**config.mk**
```make
export PLATFORM = sky130hd
export DESIGN_NAME = serial_peripheral_master
export DESIGN_NICKNAME = d
export VERILOG_FILES = /design/src/pin_sync.v /design/src/clock_divider.v /design/src/serial_peripheral_master.v
export VERILOG_INCLUDE_DIRS = /design/src
export SDC_FILE = /design/constraint.sdc
export NUM_CORES = 1
export LEC_CHECK = 0
export BUFFER_PORTS_ARGS = -buffer_cell sky130_fd_sc_hd__buf_2
export CELL_PAD_IN_SITES_DETAIL_PLACEMENT = 1
export CELL_PAD_IN_SITES_GLOBAL_PLACEMENT = 2
export CORE_ASPECT_RATIO = 0.8
export CORE_MARGIN = 5
export CORE_UTILIZATION = 33
export DETAILED_ROUTE_END_ITERATION = 16
export PLACE_DENSITY_LB_ADDON = 0.1
export SYNTH_ARGS = -nofsm -noshare
export SYNTH_HDL_FRONTEND = slang
export SYNTH_SLANG_ARGS = --single-unit
```
**constraint.sdc**
```tcl
create_clock -name ref_clk -period 1.9 [get_ports ref_clk]
set_input_delay 0.19 -clock ref_clk [delete_from_list [all_inputs] [get_ports ref_clk]]
set_output_delay 0.19 -clock ref_clk [all_outputs]
set_load 0.1 [all_outputs]
```
**src/spi_master_defines.vh**
```
// register map, field positions and reset values of the serial master
`ifndef SPI_MASTER_DEFINES_VH
`define SPI_MASTER_DEFINES_VH

// register byte offsets
`define OFS_ENABLE      8'h00
`define OFS_CONTROL     8'h04
`define OFS_STATUS      8'h08
`define OFS_TX_DATA     8'h0C
`define OFS_RX_DATA     8'h10
`define OFS_CLOCK_CTRL  8'h14
`define OFS_CLOCK_DIV   8'h18
`define OFS_IRQ_STATUS  8'h1C
`define OFS_IRQ_MASK    8'h20

// control register fields
`define CTL_LSB_FIRST   0
`define CTL_MODE_LO     1
`define CTL_MODE_HI     2
`define CTL_HALF_RX     3
`define CTL_SOFT_RESET  4
`define CTL_SELECT      5
`define CTL_BRIDGE      6
`define CTL_OUT_IDLE    7

// transfer modes
`define MODE_FULL       2'h0
`define MODE_HALF       2'h1
`define MODE_DUAL       2'h2

// clock control fields
`define CLK_PHASE       0
`define CLK_POLARITY    1
`define CLK_SLOW        2

// status and interrupt fields
`define ST_TX_EMPTY     0
`define ST_RX_FULL      1
`define ST_BUSY         2

// reset values
`define RST_CONTROL     8'h00
`define RST_CLOCK_CTRL  3'h0
`define RST_CLOCK_DIV   6'h01
`define RST_IRQ_MASK    2'h0

// last half-period index of a byte
`define LAST_EDGE_SINGLE 4'hF
`define LAST_EDGE_DUAL   4'h7

`endif

```
**src/pin_sync.v**
```verilog
// two-flop synchroniser for pad inputs
`timescale 1ns/1ps
`default_nettype none

module pin_sync #(
   parameter WIDTH = 2
) (
   input  wire             ref_clk,
   input  wire             rst,
   input  wire [WIDTH-1:0] pin_in,
   output reg  [WIDTH-1:0] pin_out
);

   reg [WIDTH-1:0] meta_r;

   always @(posedge ref_clk) begin
      if (rst) begin
         meta_r  <= {WIDTH{1'b0}};
         pin_out <= {WIDTH{1'b0}};
      end else begin
         meta_r  <= pin_in;
         pin_out <= meta_r;
      end
   end

endmodule // pin_sync

`default_nettype wire

```
**src/clock_divider.v**
```verilog
// half-period tick generator for the serial clock
`timescale 1ns/1ps
`default_nettype none

module clock_divider #(
   parameter DIV_W = 6
) (
   input  wire             ref_clk,
   input  wire             rst,
   input  wire             run,
   input  wire             use_slow,
   input  wire             slow_tick_enable,
   input  wire [DIV_W-1:0] div,
   output reg              tick
);

   reg  [DIV_W-1:0] count_r;
   wire             base_tick;

   // either every core clock or the slow enable decrements the counter
   assign base_tick = use_slow ? slow_tick_enable : 1'b1;

   always @(posedge ref_clk) begin
      if (rst || !run) begin
         count_r <= div;
         tick    <= 1'b0;
      end else if (base_tick) begin
         if (count_r == {DIV_W{1'b0}}) begin
            count_r <= div;
            tick    <= 1'b1;
         end else begin
            count_r <= count_r - 1'b1;
            tick    <= 1'b0;
         end
      end else begin
         tick <= 1'b0;
      end
   end

endmodule // clock_divider

`default_nettype wire

```
**src/serial_peripheral_master.v**
```verilog
// master-only serial peripheral controller with register port
//
// Our own choices: the address map and strobed register access.
`timescale 1ns/1ps
`default_nettype none
`include "spi_master_defines.vh"

// What this block does
// - full duplex shifts a byte out while capturing a byte on the input line.
// - half duplex sends and receives over the output pad alone.
// - dual mode turns output pad to input, two bits per serial clock.
// - direction output: 0 drives the out pad, 1 makes it input.
// - sleep request high sends the block into low-power sleep.
// - clock request high while the core clock is needed.
// - two interrupt outputs follow transmit-empty and receive-full status.
// - flash instance alone drives transmit and receive DMA requests.
// - flash instance alone drives a chip select.
// - always bus master, always generating the serial clock.
// - back-to-back bytes without stretching when software keeps up.
// - programmable clock generator with selectable polarity and phase.
// - timing base is the core clock, optionally the slow enable.
// - flash instance pads are muxed with a flash reader by bridge bit.
// - reset comes up disabled; soft reset bit restores that state.
// - sleep or disable finishes current byte before dropping clock request.
// - a transfer starts by transmit write, accepted only while empty.
module serial_peripheral_master #(
   parameter FLASH_INSTANCE = 1,
   parameter DIV_W          = 6
) (
   input  wire        ref_clk,
   input  wire        rst,
   input  wire [7:0]  addr,
   input  wire [31:0] wdata,
   input  wire        wr,
   input  wire        rd,
   output reg  [31:0] rdata,
   input  wire        sleep_request,
   input  wire        slow_tick_enable,
   input  wire        serial_in_pad,
   input  wire        serial_out_pad_in,
   output reg         serial_out_pad,
   output reg         serial_out_pad_oe,
   output reg         out_pad_dir,
   output reg         serial_clock_pad,
   output reg         chip_select_n,
   input  wire        bridge_clock,
   input  wire        bridge_data_out,
   input  wire        bridge_dir,
   input  wire        bridge_select_n,
   output reg         tx_empty_irq,
   output reg         rx_full_irq,
   output reg         tx_dma_request,
   output reg         rx_dma_request,
   output reg         clock_request,
   output reg         irq
);

   localparam ST_IDLE  = 1'b0;
   localparam ST_SHIFT = 1'b1;

   reg              soft_rst_r;
   wire             srst;
   reg              enable_r;
   reg  [7:0]       control_r;
   reg  [2:0]       clock_ctrl_r;
   reg  [DIV_W-1:0] clock_div_r;
   reg  [1:0]       irq_status_r;
   reg  [1:0]       irq_mask_r;
   reg  [7:0]       tx_buf_r;
   reg  [7:0]       rx_buf_r;
   reg              tx_buffer_empty;
   reg              rx_buffer_full;
   reg              tx_empty_d_r;
   reg              rx_full_d_r;
   reg              state_r;
   reg  [7:0]       tx_shift_r;
   reg  [7:0]       rx_shift_r;
   reg  [7:0]       rx_shift_nxt;
   reg  [3:0]       edge_r;
   reg              sclk_r;
   reg              dual_byte_r;
   reg              half_rx_byte_r;

   wire             serial_in_primary;
   wire             serial_in_secondary;
   wire             tick;
   wire             run;
   wire             busy;
   wire             lsb_first;
   wire [1:0]       mode;
   wire             cpha;
   wire             cpol;
   wire             bridge_on;
   wire             wr_tx;
   wire             rd_rx;
   wire             load;
   wire             lead;
   wire             sample_edge;
   wire             shift_edge;
   wire             last_edge;
   wire             byte_done;
   wire             in_bit;
   wire             tx_bit;
   wire             pad_is_input;
   wire [1:0]       events;

   // soft reset clears every register but the pad synchroniser and its own flop for one cycle, as the pin reset does
   assign srst      = rst | soft_rst_r;
   assign lsb_first = control_r[`CTL_LSB_FIRST];
   assign mode      = control_r[`CTL_MODE_HI:`CTL_MODE_LO];
   assign cpha      = clock_ctrl_r[`CLK_PHASE];
   assign cpol      = clock_ctrl_r[`CLK_POLARITY];
   assign bridge_on = (FLASH_INSTANCE != 0) && control_r[`CTL_BRIDGE];
   assign busy      = (state_r == ST_SHIFT);
   assign run       = enable_r && !sleep_request;
   assign wr_tx     = wr && (addr == `OFS_TX_DATA) && tx_buffer_empty;
   assign rd_rx     = rd && (addr == `OFS_RX_DATA);

   // pad inputs cross into the core clock before use
   pin_sync #(
      .WIDTH   (2)
   ) u_sync (
      .ref_clk (ref_clk),
      .rst     (rst),
      .pin_in  ({serial_out_pad_in, serial_in_pad}),
      .pin_out ({serial_in_secondary, serial_in_primary})
   );

   clock_divider #(
      .DIV_W            (DIV_W)
   ) u_div (
      .ref_clk          (ref_clk),
      .rst              (srst),
      .run              (busy),
      .use_slow         (clock_ctrl_r[`CLK_SLOW]),
      .slow_tick_enable (slow_tick_enable),
      .div              (clock_div_r),
      .tick             (tick)
   );

   // a held byte starts only while running; disable or sleep lets current byte end
   assign load = run && !tx_buffer_empty && (!busy || byte_done);

   // even edge counts are leading edges; phase picks which of them sample
   assign lead        = ~edge_r[0];
   assign sample_edge = busy && tick && (lead ^ cpha);
   assign shift_edge  = busy && tick && !(lead ^ cpha) && !(cpha && edge_r == 4'h0);
   assign last_edge   = (edge_r == (dual_byte_r ? `LAST_EDGE_DUAL : `LAST_EDGE_SINGLE));
   assign byte_done   = busy && tick && last_edge;

   // half-duplex receive listens on the out pad, full duplex and half-duplex send on the in pad
   assign in_bit = half_rx_byte_r ? serial_in_secondary : serial_in_primary;
   assign tx_bit = lsb_first ? tx_shift_r[0] : tx_shift_r[7];

   always @* begin
      rx_shift_nxt = rx_shift_r;
      if (sample_edge) begin
         if (dual_byte_r) begin
            if (lsb_first)
               rx_shift_nxt = {serial_in_primary, serial_in_secondary, rx_shift_r[7:2]};
            else
               rx_shift_nxt = {rx_shift_r[5:0], serial_in_primary, serial_in_secondary};
         end else begin
            if (lsb_first)
               rx_shift_nxt = {in_bit, rx_shift_r[7:1]};
            else
               rx_shift_nxt = {rx_shift_r[6:0], in_bit};
         end
      end
   end

   // shift engine
   always @(posedge ref_clk) begin
      if (srst) begin
         state_r        <= ST_IDLE;
         tx_shift_r     <= 8'h00;
         rx_shift_r     <= 8'h00;
         edge_r         <= 4'h0;
         sclk_r         <= 1'b0;
         dual_byte_r    <= 1'b0;
         half_rx_byte_r <= 1'b0;
      end else begin
         rx_shift_r <= rx_shift_nxt;
         if (load) begin
            state_r        <= ST_SHIFT;
            tx_shift_r     <= tx_buf_r;
            edge_r         <= 4'h0;
            sclk_r         <= cpol;
            dual_byte_r    <= (mode == `MODE_DUAL);
            half_rx_byte_r <= (mode == `MODE_HALF) && control_r[`CTL_HALF_RX];
         end else if (byte_done) begin
            state_r <= ST_IDLE;
            sclk_r  <= cpol;
            edge_r  <= 4'h0;
         end else if (busy && tick) begin
            sclk_r <= ~sclk_r;
            edge_r <= edge_r + 4'h1;
            if (shift_edge) begin
               if (lsb_first)
                  tx_shift_r <= {1'b0, tx_shift_r[7:1]};
               else
                  tx_shift_r <= {tx_shift_r[6:0], 1'b0};
            end
         end else if (!busy) begin
            sclk_r <= cpol;
         end
      end
   end

   // data buffers and their status flags; set wins over clear
   always @(posedge ref_clk) begin
      if (srst) begin
         tx_buf_r        <= 8'h00;
         rx_buf_r        <= 8'h00;
         tx_buffer_empty <= 1'b1;
         rx_buffer_full  <= 1'b0;
      end else begin
         if (wr_tx) begin
            tx_buf_r        <= wdata[7:0];
            tx_buffer_empty <= 1'b0;
         end else if (load) begin
            tx_buffer_empty <= 1'b1;
         end
         if (byte_done) begin
            rx_buf_r       <= rx_shift_nxt;
            rx_buffer_full <= 1'b1;
         end else if (rd_rx) begin
            rx_buffer_full <= 1'b0;
         end
      end
   end

   // software registers
   always @(posedge ref_clk) begin
      if (rst)
         soft_rst_r <= 1'b0;
      else
         soft_rst_r <= wr && (addr == `OFS_CONTROL) && wdata[`CTL_SOFT_RESET];
   end

   // a flag's rising edge sets its sticky status bit
   assign events = {rx_buffer_full & ~rx_full_d_r, tx_buffer_empty & ~tx_empty_d_r};

   always @(posedge ref_clk) begin
      if (srst) begin
         enable_r     <= 1'b0;
         control_r    <= `RST_CONTROL;
         clock_ctrl_r <= `RST_CLOCK_CTRL;
         clock_div_r  <= `RST_CLOCK_DIV;
         irq_status_r <= 2'h0;
         irq_mask_r   <= `RST_IRQ_MASK;
         tx_empty_d_r <= 1'b1;
         rx_full_d_r  <= 1'b0;
      end else begin
         tx_empty_d_r <= tx_buffer_empty;
         rx_full_d_r  <= rx_buffer_full;
         if (wr && addr == `OFS_ENABLE)
            enable_r <= wdata[0];
         if (wr && addr == `OFS_CONTROL)
            control_r <= {wdata[7:5], 1'b0, wdata[3:0]};
         if (wr && addr == `OFS_CLOCK_CTRL)
            clock_ctrl_r <= wdata[2:0];
         if (wr && addr == `OFS_CLOCK_DIV)
            clock_div_r <= wdata[DIV_W-1:0];
         if (wr && addr == `OFS_IRQ_MASK)
            irq_mask_r <= wdata[1:0];
         if (wr && addr == `OFS_IRQ_STATUS)
            irq_status_r <= (irq_status_r & ~wdata[1:0]) | events;
         else
            irq_status_r <= irq_status_r | events;
      end
   end

   // read data stand in the cycle after the strobe
   always @(posedge ref_clk) begin
      if (srst) begin
         rdata <= 32'h00000000;
      end else if (rd) begin
         case (addr)
            `OFS_ENABLE:     rdata <= {31'h00000000, enable_r};
            `OFS_CONTROL:    rdata <= {24'h000000, control_r};
            `OFS_STATUS:     rdata <= {29'h00000000, busy, rx_buffer_full, tx_buffer_empty};
            `OFS_RX_DATA:    rdata <= {24'h000000, rx_buf_r};
            `OFS_CLOCK_CTRL: rdata <= {29'h00000000, clock_ctrl_r};
            `OFS_CLOCK_DIV:  rdata <= {{(32-DIV_W){1'b0}}, clock_div_r};
            `OFS_IRQ_STATUS: rdata <= {30'h00000000, irq_status_r};
            `OFS_IRQ_MASK:   rdata <= {30'h00000000, irq_mask_r};
            default:         rdata <= 32'h00000000;
         endcase
      end else begin
         rdata <= 32'h00000000;
      end
   end

   // out pad turns to input while receiving in dual or half-duplex receive
   assign pad_is_input = busy && (dual_byte_r || half_rx_byte_r);

   // registered pads, with the flash reader taking them over when bridged
   always @(posedge ref_clk) begin
      if (srst) begin
         serial_clock_pad  <= 1'b0;
         serial_out_pad    <= 1'b0;
         out_pad_dir       <= 1'b0;
         serial_out_pad_oe <= 1'b1;
         chip_select_n     <= 1'b1;
      end else if (bridge_on) begin
         serial_clock_pad  <= bridge_clock;
         serial_out_pad    <= bridge_data_out;
         out_pad_dir       <= bridge_dir;
         serial_out_pad_oe <= ~bridge_dir;
         chip_select_n     <= bridge_select_n;
      end else begin
         serial_clock_pad  <= busy ? sclk_r : cpol;
         serial_out_pad    <= busy ? tx_bit : control_r[`CTL_OUT_IDLE];
         out_pad_dir       <= pad_is_input;
         serial_out_pad_oe <= ~pad_is_input;
         chip_select_n     <= (FLASH_INSTANCE != 0) ? ~control_r[`CTL_SELECT] : 1'b1;
      end
   end

   // status outputs
   // only the flash instance mirrors the flags onto its dma requests
   always @(posedge ref_clk) begin
      if (srst) begin
         tx_empty_irq   <= 1'b0;
         rx_full_irq    <= 1'b0;
         tx_dma_request <= 1'b0;
         rx_dma_request <= 1'b0;
         clock_request  <= 1'b0;
         irq            <= 1'b0;
      end else begin
         tx_empty_irq   <= tx_buffer_empty;
         rx_full_irq    <= rx_buffer_full;
         tx_dma_request <= (FLASH_INSTANCE != 0) && tx_buffer_empty;
         rx_dma_request <= (FLASH_INSTANCE != 0) && rx_buffer_full;
         clock_request  <= run || busy || load;
         irq            <= |(irq_status_r & irq_mask_r);
      end
   end

endmodule // serial_peripheral_master

`default_nettype wire

```
==> run_results.csv <==
group,metric,value,unit
outcome,outcome,"completed",
global_routing,grt_max_degree,24,
power,power_density,799,nW/um^2
logic_synthesis,synth_common_cells,"87 x dfxtp_1, 62 x nor2_1, 42 x mux2i_1",
die,rows,38,
flow_run,maxCapViolations,0,
worst_hold_path,whs_endpoint,"u_sync.meta_r[1]",
worst_setup_path,r2r_start,"edge_r[0]",
sta,slew_viol_final,0,
worst_setup_path,cp-start-kind,"flip-flop",
detailed_routing,avgViaCountPerCell,5.03,
die,ios,95,
logic_synthesis,async_flop_share,0,%
detailed_routing,first_iter_violations,190,
logic_synthesis,synth-simple-area-share,18.7,%
logic_synthesis,synth_edf_count,6,
worst_setup_path,path_buf_inv,2,
global_routing,grt_pass1_vias,3661,
global_routing,grt_use_total,16.5,%
cts,cts.clk_slew.worst_paths,0.07,ns
sta,setup_ws,0.216,ns
layout,layout-drive-gt1-share,20.9,%
logic_synthesis,synth_cell_types,63,
logic_synthesis,synth.avg_cell_area,9.48,um^2
logic_synthesis,yosys_warnings,0,
cts,clockRootBuffer,"clkbuf_16",
sta,fin_crit_sh,88.6,%
global_routing,grt-ovfl-total,0,
cts,h-tree-depth,3,
sta,setup_viol,0,
cts,clockBufferDepth,2,
cts,cts_tree,"yes",
cts,cts_hold_buf,0,
worst_setup_path,critPathKind,"flip-flop to flip-flop",
die,die_x,141,um
sta,relSlewSlack,64.9,%
logic_synthesis,synthTopCellsByArea,"dfxtp_1 39%, mux2i_1 9.3%, nor2_1 5.2%",
die,dieArea,16100,um^2
placed_design,pre_cts_ws,0.228,ns
sta,rsz0062_at_grt,"no",
logic_synthesis,yosysTopAreaCell,"dfxtp_1",
detailed_routing,drc,0,
sta,layout_min_cycle_time,1.68,ns
logic_synthesis,synth-seq-area-share,42.6,%
worst_setup_path,cp-end-kind,"flip-flop",
detailed_routing,finalWirelength,12900,um
cts,cts_resized,0,
worst_hold_path,min_from,"serial_out_pad_in",
die,coreArea,13500,um^2
logic_synthesis,synth.most_common_cell,"dfxtp_1",
worst_setup_path,reg2reg_to,"tx_shift_r[6]",
logic_synthesis,yosys.area.top_type_share,38.6,%
sta,finalSetupTns,0,ns
layout,syn_to_final_growth,14.8,%
worst_hold_path,hold_depth,2,
logic_synthesis,ys_seq_elements,93,
layout,n_antenna_cell,0,
logic_synthesis,synth_top_family_by_area,"simple AND/OR/NAND/NOR gates",
worst_setup_path,critPathMaxStageDelay,0.37,ns
worst_setup_path,reg2regPathDepth,7,
placed_design,place.gp.congestion,0.785,
sta,worst_pin_slew,0.525,ns
logic_synthesis,synth_flop_cell,"dfxtp_1",
sta,clock_skew,0.00802,ns
worst_setup_path,cp.required,2.18,ns
placed_design,dp_hpwl,9660,um
placed_design,numPortBuffers,46,
logic_synthesis,synthAdderAreaFrac,1.11,%
detailed_routing,dr.pass1.iters,4,
logic_synthesis,synth-xor-area-share,2.33,%
worst_setup_path,crit_fanout,5,
worst_setup_path,r2r_setup_slack,0.22,ns
die,die_y,115,um
global_routing,grt_antenna_before_repair,0,
worst_setup_path,worstPathCellList,"inv_1, ha_1, and4bb_2, a211oi_4, buf_4, a32oi_1, o22ai_1",
layout,fill_cells,1584,
cts,insertion_delay,0.35,ns
worst_setup_path,cp.arrival,1.96,ns
power,vdd_drop_max,677,uV
worst_hold_path,hold_class,"primary input to flip-flop",
logic_synthesis,syn_inst,476,
layout,nNetsFinal,581,
worst_setup_path,worst_path_max_delay_cell,"dfxtp_1",
sta,hold_violations,0,
sta,fmax,0.594,GHz
logic_synthesis,synth-compound-area-share,14.0,%
worst_setup_path,cp_top_family,"compound AO/OA/AOI/OAI gates",
global_routing,grt_pass1_wl,20500,um
cts,cts.sinks,93,
die,start_util,33.4,%
detailed_routing,ant_nets,0,
power,leakage,2.07,nW
cts,post_cts_buffers,0,
cts,numCtsBuffers,9,
detailed_routing,num_vias,3572,
logic_synthesis,synthMuxAreaShare,13.1,%
logic_synthesis,mappedNetlistArea,4510,um^2
detailed_routing,wire_per_inst,18.2,um
[where the power goes]
group / switching [mW] / leakage (nW) / internal [mW]
registers: 0.00365 / 0.772 / 1.97
logic: 0.333 / 1.17 / 0.0575
clock network: 0.800 / 0.134 / 0.971
[state kept, by name, summed over array words and instances, names as in the netlist, 3 cells and up]
register and flops:
clock_div_r 6, edge_r 4, control_r 7, rdata 8, clock_ctrl_r 3, rx_buf_r 8, tx_shift_r 8, rx_shift_r 8
tx_buf_r 8, u_div.count_r 6
[area by class of cell]
| cell class | instances | area (um^2) | area share (%) |
|---|---|---|---|
| Multi-Input combinational cell | 343 | 2310 | 44.6 |
| Sequential cell | 93 | 1920 | 37.1 |
| Timing Repair Buffer | 68 | 395 | 7.64 |
| Clock buffer | 12 | 258 | 4.98 |
| Tap cell | 180 | 225 | 4.35 |
| Inverter | 10 | 37.5 | 0.725 |
| Clock inverter | 4 | 28.8 | 0.556 |
[stage by stage]
step                area [um^2]  util (%)  hold slack [ns]  power, mW  std cells
floorplan                  4600         -            0.262       2.36        499
global placement           4890      36.2            0.404       2.41        694
detailed placement         4890      36.2            0.411       2.41        694
CTS                        5180      38.3           0.0442       4.21        710
global route               5180      38.3           0.0650       4.30        710
finish                     5180      38.3           0.0549       4.14        710
[per-layer routing]
metal,wire length [um],vias to the layer above,global-route usage [%],share of wire [%]
li1,-,1748,-,-
met1,6310,1757,22.7,49
met2,5950,57,26.3,46
met3,532,10,4.01,4.1
met4,138,0,4.07,1.1
met5,0,-,0,0
[worst register-to-register path, stage by stage (launching register included)]
cell,delay (ns)
dfxtp_1,0.37
inv_1,0.06
ha_1,0.18
and4bb_2,0.24
a211oi_4,0.34
buf_4,0.21
a32oi_1,0.06
o22ai_1,0.16
[cell usage in the layout (no fill, tap or decap), types with 4 or more instances in the layout]
cell	netlist	routed
dfxtp_1	87	87
nor2_1	62	62
buf_2	11	46
mux2i_1	42	42
a21oi_1	35	35
nand2_1	32	32
conb_1	1	24
buf_4	28	22
inv_1	10	10
a32oi_1	10	10
o22ai_1	10	10
clkbuf_16	0	10
nor2b_1	9	9
nand3_1	9	9
o21ai_0	9	9
nand4_1	7	7
mux4_2	7	7
xor2_1	6	6
xnor2_1	6	6
edfxtp_1	6	6
nand2b_1	5	5
and2_1	4	4
a211oi_1	4	4
ha_1	4	4
[worst max-delay path by stage]
stage,from,endpoint,cells after the start
CTS,edge_r[0],tx_shift_r[6],7
finish,edge_r[0],tx_shift_r[6],7
global placement,addr[5],clock_div_r[1],5
floorplan,edge_r[0],tx_shift_r[0],7
detailed placement,edge_r[0],tx_shift_r[6],7
global route,edge_r[1],tx_shift_r[6],7
[cell families (layout without fill, tap and decap cells)]
logic type | Yosys count | in the layout
buffers and inverters | 63 | 94
XOR/XNOR | 12 | 12
AND/OR/NAND/NOR | 160 | 160
other | 1 | 24
adder cells (fa/ha/maj) | 4 | 4
flip-flops | 93 | 93
multiplexers | 50 | 50
AO/OA/AOI/OAI | 93 | 93
(Power assumes the default switching activity.)
